### src/core/sst_pkg.sv
// Purpose: shared constants and types of the synchronous serial transmitter
// Assumes: 32-bit APB register bus, one aligned word per register
// Notes: offsets are byte addresses
package sst_pkg;
    // register byte offsets
    localparam logic [7:0] ADDR_CMD = 8'h00;
    localparam logic [7:0] ADDR_INTCTL = 8'h04;
    localparam logic [7:0] ADDR_RXCTL = 8'h0c;
    localparam logic [7:0] ADDR_MODE = 8'h10;
    localparam logic [7:0] ADDR_TXCTL = 8'h14;
    localparam logic [7:0] ADDR_SYNCL = 8'h18;
    localparam logic [7:0] ADDR_SYNCH = 8'h1c;
    localparam logic [7:0] ADDR_DATA = 8'h20;
    localparam logic [7:0] ADDR_STATUS = 8'h24;

    // command_pointer_register fields and codes
    localparam int CMD_CODE_LSB = 3;
    localparam int CMD_CRC_LSB = 6;
    localparam logic [2:0] CMD_RST_EXT = 3'h2;
    localparam logic [2:0] CMD_CHAN_RST = 3'h3;
    localparam logic [2:0] CMD_RST_TXPEND = 3'h5;
    localparam logic [1:0] CRC_RST_TX = 2'h2;
    localparam logic [1:0] CRC_RST_EOM = 2'h3;

    // interrupt_control_register bits
    localparam int INT_EXT_EN = 0;
    localparam int INT_TX_EN = 1;
    localparam int INT_SAV = 2;
    localparam int INT_WR_READY = 6;
    localparam int INT_WR_EN = 7;

    // receive_control_register and channel_mode_register fields
    localparam int RX_AUTO_EN = 5;
    localparam int MODE_SYNC_LSB = 4;
    localparam logic [1:0] SYNC_16 = 2'h1;
    localparam logic [1:0] SYNC_SDLC = 2'h2;

    // transmit_control_register layout, bit 7 down to bit 0
    typedef struct packed {
        logic dtr;
        logic [1:0] charLen;
        logic sendBreak;
        logic txEnable;
        logic crc16Sel;
        logic rts;
        logic txCrcEn;
    } sst_txctl_t;
    localparam logic [1:0] LEN_5 = 2'h0;
    localparam logic [1:0] LEN_6 = 2'h2;
    localparam logic [1:0] LEN_7 = 2'h1;
    localparam logic [4:0] BITS_5 = 5'd5;
    localparam logic [4:0] BITS_6 = 5'd6;
    localparam logic [4:0] BITS_7 = 5'd7;
    localparam logic [4:0] BITS_8 = 5'd8;
    localparam logic [4:0] BITS_16 = 5'd16;

    // primary_status_register bits
    localparam int ST_INT_PEND = 1;
    localparam int ST_TX_EMPTY = 2;
    localparam int ST_CTS = 5;
    localparam int ST_EOM = 6;
    localparam int ST_VEC_LSB = 8;
    localparam logic [2:0] VEC_TX_EMPTY = 3'h0;
    localparam logic [2:0] VEC_EXT = 3'h1;
    localparam logic [2:0] VEC_NONE = 3'h3;

    // crc polynomials and clear values
    localparam logic [15:0] POLY_CRC16 = 16'h8005;
    localparam logic [15:0] POLY_CCITT = 16'h1021;
    localparam logic [15:0] CRC_ZERO = 16'h0000;
    localparam logic [15:0] CRC_ONES = 16'hffff;

    // reset values
    localparam logic [7:0] REG_RESET = 8'h00;
    localparam sst_txctl_t TXCTL_RESET = '0;
    localparam logic EOM_RESET = 1'b1;
    localparam logic [1:0] PIN_RESET = 2'h3;

    typedef enum logic [1:0] {KIND_IDLE, KIND_DATA, KIND_SYNC, KIND_CRC} sst_kind_t;

    // one character ready to enter the shift register
    typedef struct packed {
        logic [15:0] word;
        logic [4:0] len;
        logic inCrc;
        sst_kind_t kind;
    } sst_char_t;
endpackage : sst_pkg

### src/core/sst_transmitter.sv
// Purpose: synchronous bisync transmit channel behind an APB slave
// Assumes: x1 bit clock on txClk, data changes on its falling edge
// Notes: txClk and ctsN are asynchronous and pass three flip-flops
//
// How it works
// - Crc is 16-bit, polynomial x16+x15+x2+1 or x16+x12+x5+1 by host choice.
// - Outside bit-oriented framing, crc reset clears the register to zeros.
// - The reset-transmit-crc command initialises the transmit crc generator.
// - Transmitter and receiver checker share the one selected polynomial.
// - External/status interrupt on clear-to-send change and underrun latch set.
// - With auto enables, sending starts only while clear-to-send is active.
// - Output is marking after reset and once a disabled transmitter has finished the character in flight.
// - Send-break forces spacing at once, no character boundary awaited.
// - Enabled with no data, the sync character (8 or 16 bit) repeats.
// - Transmit interrupt enable raises interrupt on each buffer full-to-empty.
// - Pending empty interrupt clears on data write or reset-pending command.
// - After command clear with no data, no further empty interrupt; underrun.
// - Underrun/end-of-message status means sync sent or crc being sent.
// - Wait/ready output offers wait mode and ready mode for block transfers.
// - Status-affects-vector works on the second channel only.
// - Reset leaves the underrun/end-of-message bit set; fill syncs skip crc.
// - Ready mode asserts ready while the buffer is empty and channel runs.
// - Characters go out least-significant bit first, right justified.
//
// Local design decisions: the APB register port and the address map.
`timescale 1ns/1ps
module sst_transmitter #(
    parameter bit CHAN_B = 1'b1
) (
    input wire logic clk_sys,
    input wire logic rst,
    input wire logic psel,
    input wire logic penable,
    input wire logic pwrite,
    input wire logic [7:0] paddr,
    input wire logic [31:0] pwdata,
    output logic [31:0] prdata,
    output logic pready,
    output logic pslverr,
    input wire logic txClk,
    input wire logic ctsN,
    output logic txData,
    output logic rtsN,
    output logic dtrN,
    output logic intN,
    output logic waitReadyN,
    output logic polyCrc16
);
    logic [7:0] intCtl_reg, rxCtl_reg, mode_reg, syncLo_reg, syncHi_reg, txBuf_reg;
    sst_pkg::sst_txctl_t txCtl_reg;
    logic bufFull_reg, eom_reg, txPend_reg, extPend_reg, charCrc_reg;
    logic [15:0] shift_reg;
    logic [4:0] bitCnt_reg;
    sst_pkg::sst_kind_t kind_reg;
    logic [1:0] pinA_reg, pinB_reg, pinC_reg, pinLvl_reg, pinLvl_next;
    logic [15:0] crcVal, crcRev;
    sst_pkg::sst_char_t nextChar;
    logic [4:0] dataLen;
    logic [2:0] vecCode;
    logic [31:0] readData;
    logic access, wrDo, cmdWr, dataWr, regHit, stall;
    logic chanReset, crcClear, eomReset, pendReset, extReset;
    logic txFall, ctsChange, ctsActive, txRun, sdlc, sixteen;
    logic loadNow, bitStep, crcShift, crcBit, loadSync, eomRise;

    // link inputs: only the second and third stages are looked at
    always_ff @(posedge clk_sys or posedge rst) begin
        if (rst) begin
            pinA_reg <= sst_pkg::PIN_RESET;
            pinB_reg <= sst_pkg::PIN_RESET;
            pinC_reg <= sst_pkg::PIN_RESET;
            pinLvl_reg <= sst_pkg::PIN_RESET;
        end else begin
            pinA_reg <= {txClk, ctsN};
            pinB_reg <= pinA_reg;
            pinC_reg <= pinB_reg;
            pinLvl_reg <= pinLvl_next;
        end
    end

    // a level counts only once stages two and three agree
    assign pinLvl_next = (pinB_reg & pinC_reg) | (pinLvl_reg & (pinB_reg | pinC_reg));
    assign txFall = pinLvl_reg[1] & ~pinLvl_next[1];
    assign ctsChange = pinLvl_reg[0] ^ pinLvl_next[0];
    assign ctsActive = ~pinLvl_reg[0];

    // apb decode; a request is taken when pready is seen high
    assign access = psel & penable & pready;
    assign wrDo = access & pwrite;
    assign cmdWr = wrDo && (paddr == sst_pkg::ADDR_CMD);
    assign dataWr = wrDo && (paddr == sst_pkg::ADDR_DATA);
    assign chanReset = cmdWr && (pwdata[sst_pkg::CMD_CODE_LSB +: 3] == sst_pkg::CMD_CHAN_RST);
    assign pendReset = cmdWr && (pwdata[sst_pkg::CMD_CODE_LSB +: 3] == sst_pkg::CMD_RST_TXPEND);
    assign extReset = cmdWr && (pwdata[sst_pkg::CMD_CODE_LSB +: 3] == sst_pkg::CMD_RST_EXT);
    assign crcClear = chanReset || (cmdWr && (pwdata[sst_pkg::CMD_CRC_LSB +: 2] == sst_pkg::CRC_RST_TX));
    assign eomReset = cmdWr && (pwdata[sst_pkg::CMD_CRC_LSB +: 2] == sst_pkg::CRC_RST_EOM);
    // wait mode holds off a data write while the buffer is still full
    assign stall = intCtl_reg[sst_pkg::INT_WR_EN] && !intCtl_reg[sst_pkg::INT_WR_READY]
        && pwrite && (paddr == sst_pkg::ADDR_DATA) && bufFull_reg;

    assign txRun = txCtl_reg.txEnable && (!rxCtl_reg[sst_pkg::RX_AUTO_EN] || ctsActive);
    assign sdlc = mode_reg[sst_pkg::MODE_SYNC_LSB +: 2] == sst_pkg::SYNC_SDLC;
    assign sixteen = mode_reg[sst_pkg::MODE_SYNC_LSB +: 2] == sst_pkg::SYNC_16;

    // crc goes out high bit first, so it is reversed for the lsb-first shifter
    genvar gi;
    generate
        for (gi = 0; gi < 16; gi++) begin : g_rev
            assign crcRev[gi] = crcVal[15 - gi];
        end
    endgenerate

    always_comb begin
        case (txCtl_reg.charLen)
            sst_pkg::LEN_5: dataLen = sst_pkg::BITS_5;
            sst_pkg::LEN_6: dataLen = sst_pkg::BITS_6;
            sst_pkg::LEN_7: dataLen = sst_pkg::BITS_7;
            default: dataLen = sst_pkg::BITS_8;
        endcase
    end

    // choice of the next character at a boundary
    always_comb begin
        if (bufFull_reg) begin
            nextChar.word = {8'h00, txBuf_reg};
            nextChar.len = dataLen;
            nextChar.inCrc = txCtl_reg.txCrcEn;
            nextChar.kind = sst_pkg::KIND_DATA;
        end else if (!eom_reg) begin
            nextChar.word = crcRev;
            nextChar.len = sst_pkg::BITS_16;
            nextChar.inCrc = 1'b0;
            nextChar.kind = sst_pkg::KIND_CRC;
        end else begin
            nextChar.word = sixteen ? {syncHi_reg, syncLo_reg} : {8'h00, syncLo_reg};
            nextChar.len = sixteen ? sst_pkg::BITS_16 : sst_pkg::BITS_8;
            nextChar.inCrc = 1'b0;
            nextChar.kind = sst_pkg::KIND_SYNC;
        end
    end

    assign loadNow = txFall && (bitCnt_reg == 5'd0) && txRun && !txCtl_reg.sendBreak;
    assign bitStep = txFall && (bitCnt_reg != 5'd0) && !txCtl_reg.sendBreak;
    assign crcShift = (loadNow && nextChar.inCrc) || (bitStep && charCrc_reg);
    assign crcBit = loadNow ? nextChar.word[0] : shift_reg[0];
    assign loadSync = loadNow && !bufFull_reg && eom_reg;
    assign eomRise = loadNow && !bufFull_reg && !eom_reg;

    sst_crc16 u_crc (
        .clk_sys(clk_sys),
        .rst(rst),
        .clear(crcClear),
        .clearOnes(sdlc),
        .polyCrc16(txCtl_reg.crc16Sel),
        .shiftEn(crcShift),
        .dataBit(crcBit),
        .crc(crcVal)
    );

    // shift engine, stepping on each falling edge of the bit clock
    always_ff @(posedge clk_sys or posedge rst) begin
        if (rst) begin
            shift_reg <= 16'h0000;
            bitCnt_reg <= 5'd0;
            kind_reg <= sst_pkg::KIND_IDLE;
            charCrc_reg <= 1'b0;
            txData <= 1'b1;
        end else if (chanReset || txCtl_reg.sendBreak) begin
            // break drops whatever is in flight
            shift_reg <= 16'h0000;
            bitCnt_reg <= 5'd0;
            kind_reg <= sst_pkg::KIND_IDLE;
            charCrc_reg <= 1'b0;
            txData <= chanReset || !txCtl_reg.sendBreak;
        end else if (loadNow) begin
            txData <= nextChar.word[0];
            shift_reg <= {1'b0, nextChar.word[15:1]};
            bitCnt_reg <= nextChar.len - 5'd1;
            kind_reg <= nextChar.kind;
            charCrc_reg <= nextChar.inCrc;
        end else if (bitStep) begin
            txData <= shift_reg[0];
            shift_reg <= {1'b0, shift_reg[15:1]};
            bitCnt_reg <= bitCnt_reg - 5'd1;
        end else if (txFall && bitCnt_reg == 5'd0) begin
            // disabled: the character in flight finished, now mark
            txData <= 1'b1;
            kind_reg <= sst_pkg::KIND_IDLE;
        end
    end

    // configuration registers
    always_ff @(posedge clk_sys or posedge rst) begin
        if (rst) begin
            intCtl_reg <= sst_pkg::REG_RESET;
            rxCtl_reg <= sst_pkg::REG_RESET;
            mode_reg <= sst_pkg::REG_RESET;
            txCtl_reg <= sst_pkg::TXCTL_RESET;
            syncLo_reg <= sst_pkg::REG_RESET;
            syncHi_reg <= sst_pkg::REG_RESET;
        end else if (chanReset) begin
            intCtl_reg <= sst_pkg::REG_RESET;
            rxCtl_reg <= sst_pkg::REG_RESET;
            mode_reg <= sst_pkg::REG_RESET;
            txCtl_reg <= sst_pkg::TXCTL_RESET;
            syncLo_reg <= sst_pkg::REG_RESET;
            syncHi_reg <= sst_pkg::REG_RESET;
        end else if (wrDo) begin
            case (paddr)
                sst_pkg::ADDR_INTCTL: intCtl_reg <= pwdata[7:0];
                sst_pkg::ADDR_RXCTL: rxCtl_reg <= pwdata[7:0];
                sst_pkg::ADDR_MODE: mode_reg <= pwdata[7:0];
                sst_pkg::ADDR_TXCTL: txCtl_reg <= pwdata[7:0];
                sst_pkg::ADDR_SYNCL: syncLo_reg <= pwdata[7:0];
                sst_pkg::ADDR_SYNCH: syncHi_reg <= pwdata[7:0];
                default: ;
            endcase
        end
    end

    // transmit buffer; a break loses the buffered character
    always_ff @(posedge clk_sys or posedge rst) begin
        if (rst) begin
            txBuf_reg <= sst_pkg::REG_RESET;
            bufFull_reg <= 1'b0;
        end else if (chanReset || txCtl_reg.sendBreak) begin
            bufFull_reg <= 1'b0;
        end else if (dataWr) begin
            txBuf_reg <= pwdata[7:0];
            bufFull_reg <= 1'b1;
        end else if (loadNow && bufFull_reg) begin
            bufFull_reg <= 1'b0;
        end
    end

    // underrun/end-of-message latch: set at crc start beats the reset command
    always_ff @(posedge clk_sys or posedge rst) begin
        if (rst) begin
            eom_reg <= sst_pkg::EOM_RESET;
        end else if (chanReset || eomRise) begin
            eom_reg <= 1'b1;
        end else if (eomReset) begin
            eom_reg <= 1'b0;
        end
    end

    // buffer-empty interrupt: only a full-to-empty move or the end of crc sets it
    always_ff @(posedge clk_sys or posedge rst) begin
        if (rst) begin
            txPend_reg <= 1'b0;
        end else if (chanReset) begin
            txPend_reg <= 1'b0;
        end else if (intCtl_reg[sst_pkg::INT_TX_EN]
            && ((loadNow && bufFull_reg) || (loadSync && kind_reg == sst_pkg::KIND_CRC))) begin
            txPend_reg <= 1'b1;
        end else if (dataWr || pendReset) begin
            txPend_reg <= 1'b0;
        end
    end

    // external/status interrupt
    always_ff @(posedge clk_sys or posedge rst) begin
        if (rst) begin
            extPend_reg <= 1'b0;
        end else if (chanReset) begin
            extPend_reg <= 1'b0;
        end else if (intCtl_reg[sst_pkg::INT_EXT_EN]
            && (ctsChange || eomRise || (loadSync && kind_reg == sst_pkg::KIND_DATA))) begin
            extPend_reg <= 1'b1;
        end else if (extReset) begin
            extPend_reg <= 1'b0;
        end
    end

    always_comb begin
        if (CHAN_B && intCtl_reg[sst_pkg::INT_SAV]) begin
            vecCode = extPend_reg ? sst_pkg::VEC_EXT
                : (txPend_reg ? sst_pkg::VEC_TX_EMPTY : sst_pkg::VEC_NONE);
        end else begin
            vecCode = sst_pkg::VEC_NONE;
        end
    end

    // pins toward modem, interrupt and transfer logic
    always_ff @(posedge clk_sys or posedge rst) begin
        if (rst) begin
            rtsN <= 1'b1;
            dtrN <= 1'b1;
            intN <= 1'b1;
            waitReadyN <= 1'b1;
            polyCrc16 <= 1'b0;
        end else begin
            rtsN <= ~txCtl_reg.rts;
            dtrN <= ~txCtl_reg.dtr;
            intN <= ~(txPend_reg | extPend_reg);
            polyCrc16 <= txCtl_reg.crc16Sel;
            waitReadyN <= ~(intCtl_reg[sst_pkg::INT_WR_EN]
                && (intCtl_reg[sst_pkg::INT_WR_READY] ? (!bufFull_reg && txRun) : bufFull_reg));
        end
    end

    always_comb begin
        readData = 32'h0000_0000;
        regHit = 1'b1;
        case (paddr)
            sst_pkg::ADDR_CMD: readData = 32'h0000_0000;
            sst_pkg::ADDR_INTCTL: readData[7:0] = intCtl_reg;
            sst_pkg::ADDR_RXCTL: readData[7:0] = rxCtl_reg;
            sst_pkg::ADDR_MODE: readData[7:0] = mode_reg;
            sst_pkg::ADDR_TXCTL: readData[7:0] = txCtl_reg;
            sst_pkg::ADDR_SYNCL: readData[7:0] = syncLo_reg;
            sst_pkg::ADDR_SYNCH: readData[7:0] = syncHi_reg;
            sst_pkg::ADDR_DATA: readData[7:0] = txBuf_reg;
            sst_pkg::ADDR_STATUS: begin
                readData[sst_pkg::ST_INT_PEND] = txPend_reg | extPend_reg;
                readData[sst_pkg::ST_TX_EMPTY] = !bufFull_reg;
                readData[sst_pkg::ST_CTS] = ctsActive;
                readData[sst_pkg::ST_EOM] = eom_reg;
                readData[sst_pkg::ST_VEC_LSB +: 3] = vecCode;
            end
            default: regHit = 1'b0;
        endcase
    end

    // one wait state in every access, more while wait mode stalls
    always_ff @(posedge clk_sys or posedge rst) begin
        if (rst) begin
            pready <= 1'b0;
            pslverr <= 1'b0;
            prdata <= 32'h0000_0000;
        end else begin
            pready <= psel && penable && !pready && !stall;
            pslverr <= psel && penable && !pready && !stall && !regHit;
            if (psel && penable && !pready && !stall) begin
                prdata <= pwrite ? 32'h0000_0000 : readData;
            end
        end
    end
endmodule : sst_transmitter

### src/core/sst_crc16.sv
// Purpose: 16-bit crc accumulator, one bit per shift
// Assumes: bits arrive in line order
// Notes: clear beats shift in the same cycle
`timescale 1ns/1ps
module sst_crc16 (
    input wire logic clk_sys,
    input wire logic rst,
    input wire logic clear,
    input wire logic clearOnes,
    input wire logic polyCrc16,
    input wire logic shiftEn,
    input wire logic dataBit,
    output logic [15:0] crc
);
    logic feedback;
    logic [15:0] poly;

    assign feedback = dataBit ^ crc[15];
    assign poly = polyCrc16 ? sst_pkg::POLY_CRC16 : sst_pkg::POLY_CCITT;

    always_ff @(posedge clk_sys or posedge rst) begin
        if (rst) begin
            crc <= sst_pkg::CRC_ZERO;
        end else if (clear) begin
            crc <= clearOnes ? sst_pkg::CRC_ONES : sst_pkg::CRC_ZERO;
        end else if (shiftEn) begin
            crc <= {crc[14:0], 1'b0} ^ (feedback ? poly : sst_pkg::CRC_ZERO);
        end
    end
endmodule : sst_crc16

### config.mk
export PLATFORM = sky130hd
export DESIGN_NAME = sst_transmitter
export DESIGN_NICKNAME = d
export VERILOG_FILES = /design/src/core/sst_pkg.sv /design/src/core/sst_transmitter.sv /design/src/core/sst_crc16.sv
export SDC_FILE = /design/constraint.sdc
export NUM_CORES = 1
export LEC_CHECK = 0
export ABC_AREA = 1
export BUFFER_PORTS_ARGS = -buffer_cell sky130_fd_sc_hd__buf_4
export CORE_ASPECT_RATIO = 1.1
export CORE_MARGIN = 5
export CORE_UTILIZATION = 40
export DETAILED_ROUTE_END_ITERATION = 12
export HOLD_SLACK_MARGIN = 0.12
export PLACE_DENSITY_LB_ADDON = 0.05
export SLEW_MARGIN = 20
export SYNTH_ARGS = -nofsm -noshare
export SYNTH_HDL_FRONTEND = slang
export SYNTH_SLANG_ARGS = --single-unit
### constraint.sdc
create_clock -name clk_sys -period 4.2 [get_ports clk_sys]
set_input_delay 0.84 -clock clk_sys [delete_from_list [all_inputs] [get_ports clk_sys]]
set_output_delay 0.84 -clock clk_sys [all_outputs]
set_load 0.01 [all_outputs]
==> results_dict.tcl <==
set metrics [dict create \
    finalCritPeriodShare_pct 68.9 \
    synth_area_per_cell_um2 8.42 \
    final_cells 1015 \
    hold_start "pinA_reg[1]$_DFF_PP1_" \
    first_pass_iters 5 \
    post-route-drc-count 0 \
    clk_pin_slew_ps 50 \
    core_area_um2 15700 \
    startpoint_type "flip-flop" \
    clockBufferDepth 2 \
    p_leak_uw 0.00362 \
    maxSlewHeadroom_pct 43.0 \
    portBuffers 40 \
    insertion_delay_ps 420 \
    grt_usage_pct 21.0 \
    holdWs_ps 354 \
    drtIter0Drc 503 \
    yosys.cell_count.top_type "nand2_1" \
    synth_edf_count 0 \
    drive_gt1_share_pct 16.3 \
    wl_um 18700 \
    synth.cells.most_frequent "nand2_1, dfrtp_1, nand3_1" \
    ios 87 \
    root_buffer "clkbuf_16" \
    rr_endpoint "bitCnt_reg[2]$_DFFE_PP0P_" \
    htreeDepth 4 \
    die_h_um 143 \
    antenna_found_initial 0 \
    synth_top_area_share_pct 43.4 \
    worstMarginPinSlew_ps 855 \
    area_growth_pct 15.6 \
    cpMaxStageDelayCell "nor2_1" \
    rr_worst_depth 13 \
    cts_tree "yes" \
    vias_per_cell 5.27 \
    die-width_um 131 \
    drt-wirelength-per-cell_um 18.4 \
    p_per_area_nw_per_um2 424 \
    vias 5349 \
    place_inst 983 \
    drtAntennaViolNets 0 \
    synth-seq-cells 125 \
    hp-class "reg2reg" \
    critPathCaptureType "flip-flop" \
    hold_buffers 0 \
    worstPathCellList "nand2_1 > nand2_1 > nor2_1 > nand3_1 > nor2_1 > nand2_1 > o21ai_0 > inv_1 > ha_1 > inv_1 > nor2_1 > o21ai_0 > o21ai_0" \
    ys_seq_area_share_pct 49.1 \
    fmax_mhz 346 \
    place.gp.congestion 0.882 \
    cts.sink_count 125 \
    final-hold-violation-count 0 \
    maxCapViolations 0 \
    outcome "finished, final reports clean" \
    grt_start_max_net_pins 70 \
    finalCriticalPeriod_ps 2890 \
    die-area_um2 18600 \
    ir_drop_mv 0.307 \
    yosysWarnings 0 \
    slew_violations 0 \
    synth-main-ff-cell "dfrtp_1" \
    path_class "reg2reg" \
    rsz0062_at_grt "false" \
    finalWorstSetupSlack_ps 1310 \
    tns_ps 0 \
    cts_setup_buffers 0 \
    setup_violations 0 \
    fp-row-count 48 \
    r2r-start "rxCtl_reg[5]$_DFFE_PP0P_" \
    arrival_ps 3180 \
    dp_hpwl_um 14000 \
    crit_fanout 11 \
    post_cts_resized 0 \
    nets 853 \
    cts-buffers-inserted 17 \
    synthesis.area_um2 6400 \
    async_reset_ff_share_pct 100 \
    grt_pass1_vias 5217 \
    cpPeakStageDelay_ps 620 \
    yosys.area.top_type "dfrtp_1" \
    min_path_cells 0 \
    reg2reg_setup_slack_ps 1310 \
    synthCells 761 \
    synth_area_leaders "dfrtp_1, nand2_1, dfstp_2" \
    start_util_pct 40.7 \
    required_ps 4490 \
    largest_reg_flops 16 \
    worstHoldEndpoint "pinB_reg[1]$_DFF_PP1_" \
    skew_ps 6.27 \
    num_antenna_cells 0 \
    yosysUniqueCellTypes 41 \
    grt_overflow 0 \
    place_ws_ps 1260 \
    grt_pass1_wl_um 29600 \
]
cells by family after synthesis:
logic type,count (synthesis),synth area share (%)
multiplexers,2,0.352
adder cells (fa/ha/maj),5,0.938
AND/OR/NAND/NOR,361,25.8
flip-flops,125,49.1
other,1,0.0585
XOR/XNOR,1,0.137
AO/OA/AOI/OAI,151,14.6
buffers and inverters,115,9.03
worst max-delay path, delay by kind of cell (launching register included):
| kind | cells | cell delay (ps) |
|---|---|---|
| compound gates | 3 | 560 |
| fa+ha+maj | 1 | 210 |
| buf+inv | 2 | 130 |
| simple gates | 7 | 1450 |
| flops | 1 | 400 |
cells in the final DEF, fill, tap and decap left out, types with 4 or more instances in the layout:
master     instances
a21oi_1           31
buf_4             44
bufinv_16          4
clkbuf_16         17
clkbuf_8           4
conb_1            22
dfrtp_1          111
dfstp_2           14
ha_1               4
inv_1             68
nand2_1          208
nand2_4            5
nand3_1           71
nand4_1           10
nor2_1            44
nor2_4             5
nor3_1             5
o211ai_1           9
o21ai_0           49
o21ai_1           26
o21ai_2           11
o21ai_4            5
o22ai_1            7
per-layer routing:
layer	part of all wire [%]	GRT usage, %	wire length [um]
met4	2.6	7.96	484
met5	0	0	0
met1	43	27.6	8110
met2	49	34.3	9260
met3	4.6	3.97	857
power breakdown:
part	leakage, uW	internal (uW)	switching (uW)
combinational	0.00167	86.2	185
sequential	0.00163	1250	23.5
clock	0.000316	1050	536
total	0.00362	2390	745
area by class of cell:
type,count,area (um^2)
fillers,1546,8330
flip-flops and latches,125,3150
multi-input cells,542,2760
clock buffers,22,484
repair buffers,44,330
inverters,72,273
well taps,200,250
clock inverters,10,160
how the worst max path moves through the flow:
stage                                        start  slack [ps]                         to
after floorplan                                rst          60  bitCnt_reg[0]$_DFFE_PP0P_
after global placement                    paddr[4]        1310         txData$_DFFE_PP1P_
after detailed placement                  paddr[1]        1260      prdata[7]$_DFFE_PP0P_
after CTS                 rxCtl_reg[5]$_DFFE_PP0P_        1310  bitCnt_reg[2]$_DFFE_PP0P_
after global routing      rxCtl_reg[5]$_DFFE_PP0P_         930  bitCnt_reg[2]$_DFFE_PP0P_
final                     rxCtl_reg[5]$_DFFE_PP0P_        1310  bitCnt_reg[2]$_DFFE_PP0P_
metrics by stage:
step	utilization [%]	total power [uW]	cell area, um^2
after CTS	47.0	3170	7400
final	47.0	3140	7400
after detailed placement	43.0	1570	6760
after global routing	47.0	3270	7400
after floorplan	-	1490	6480
after global placement	43.0	1560	6760
Note: power is estimated with default switching activity, not from simulation.
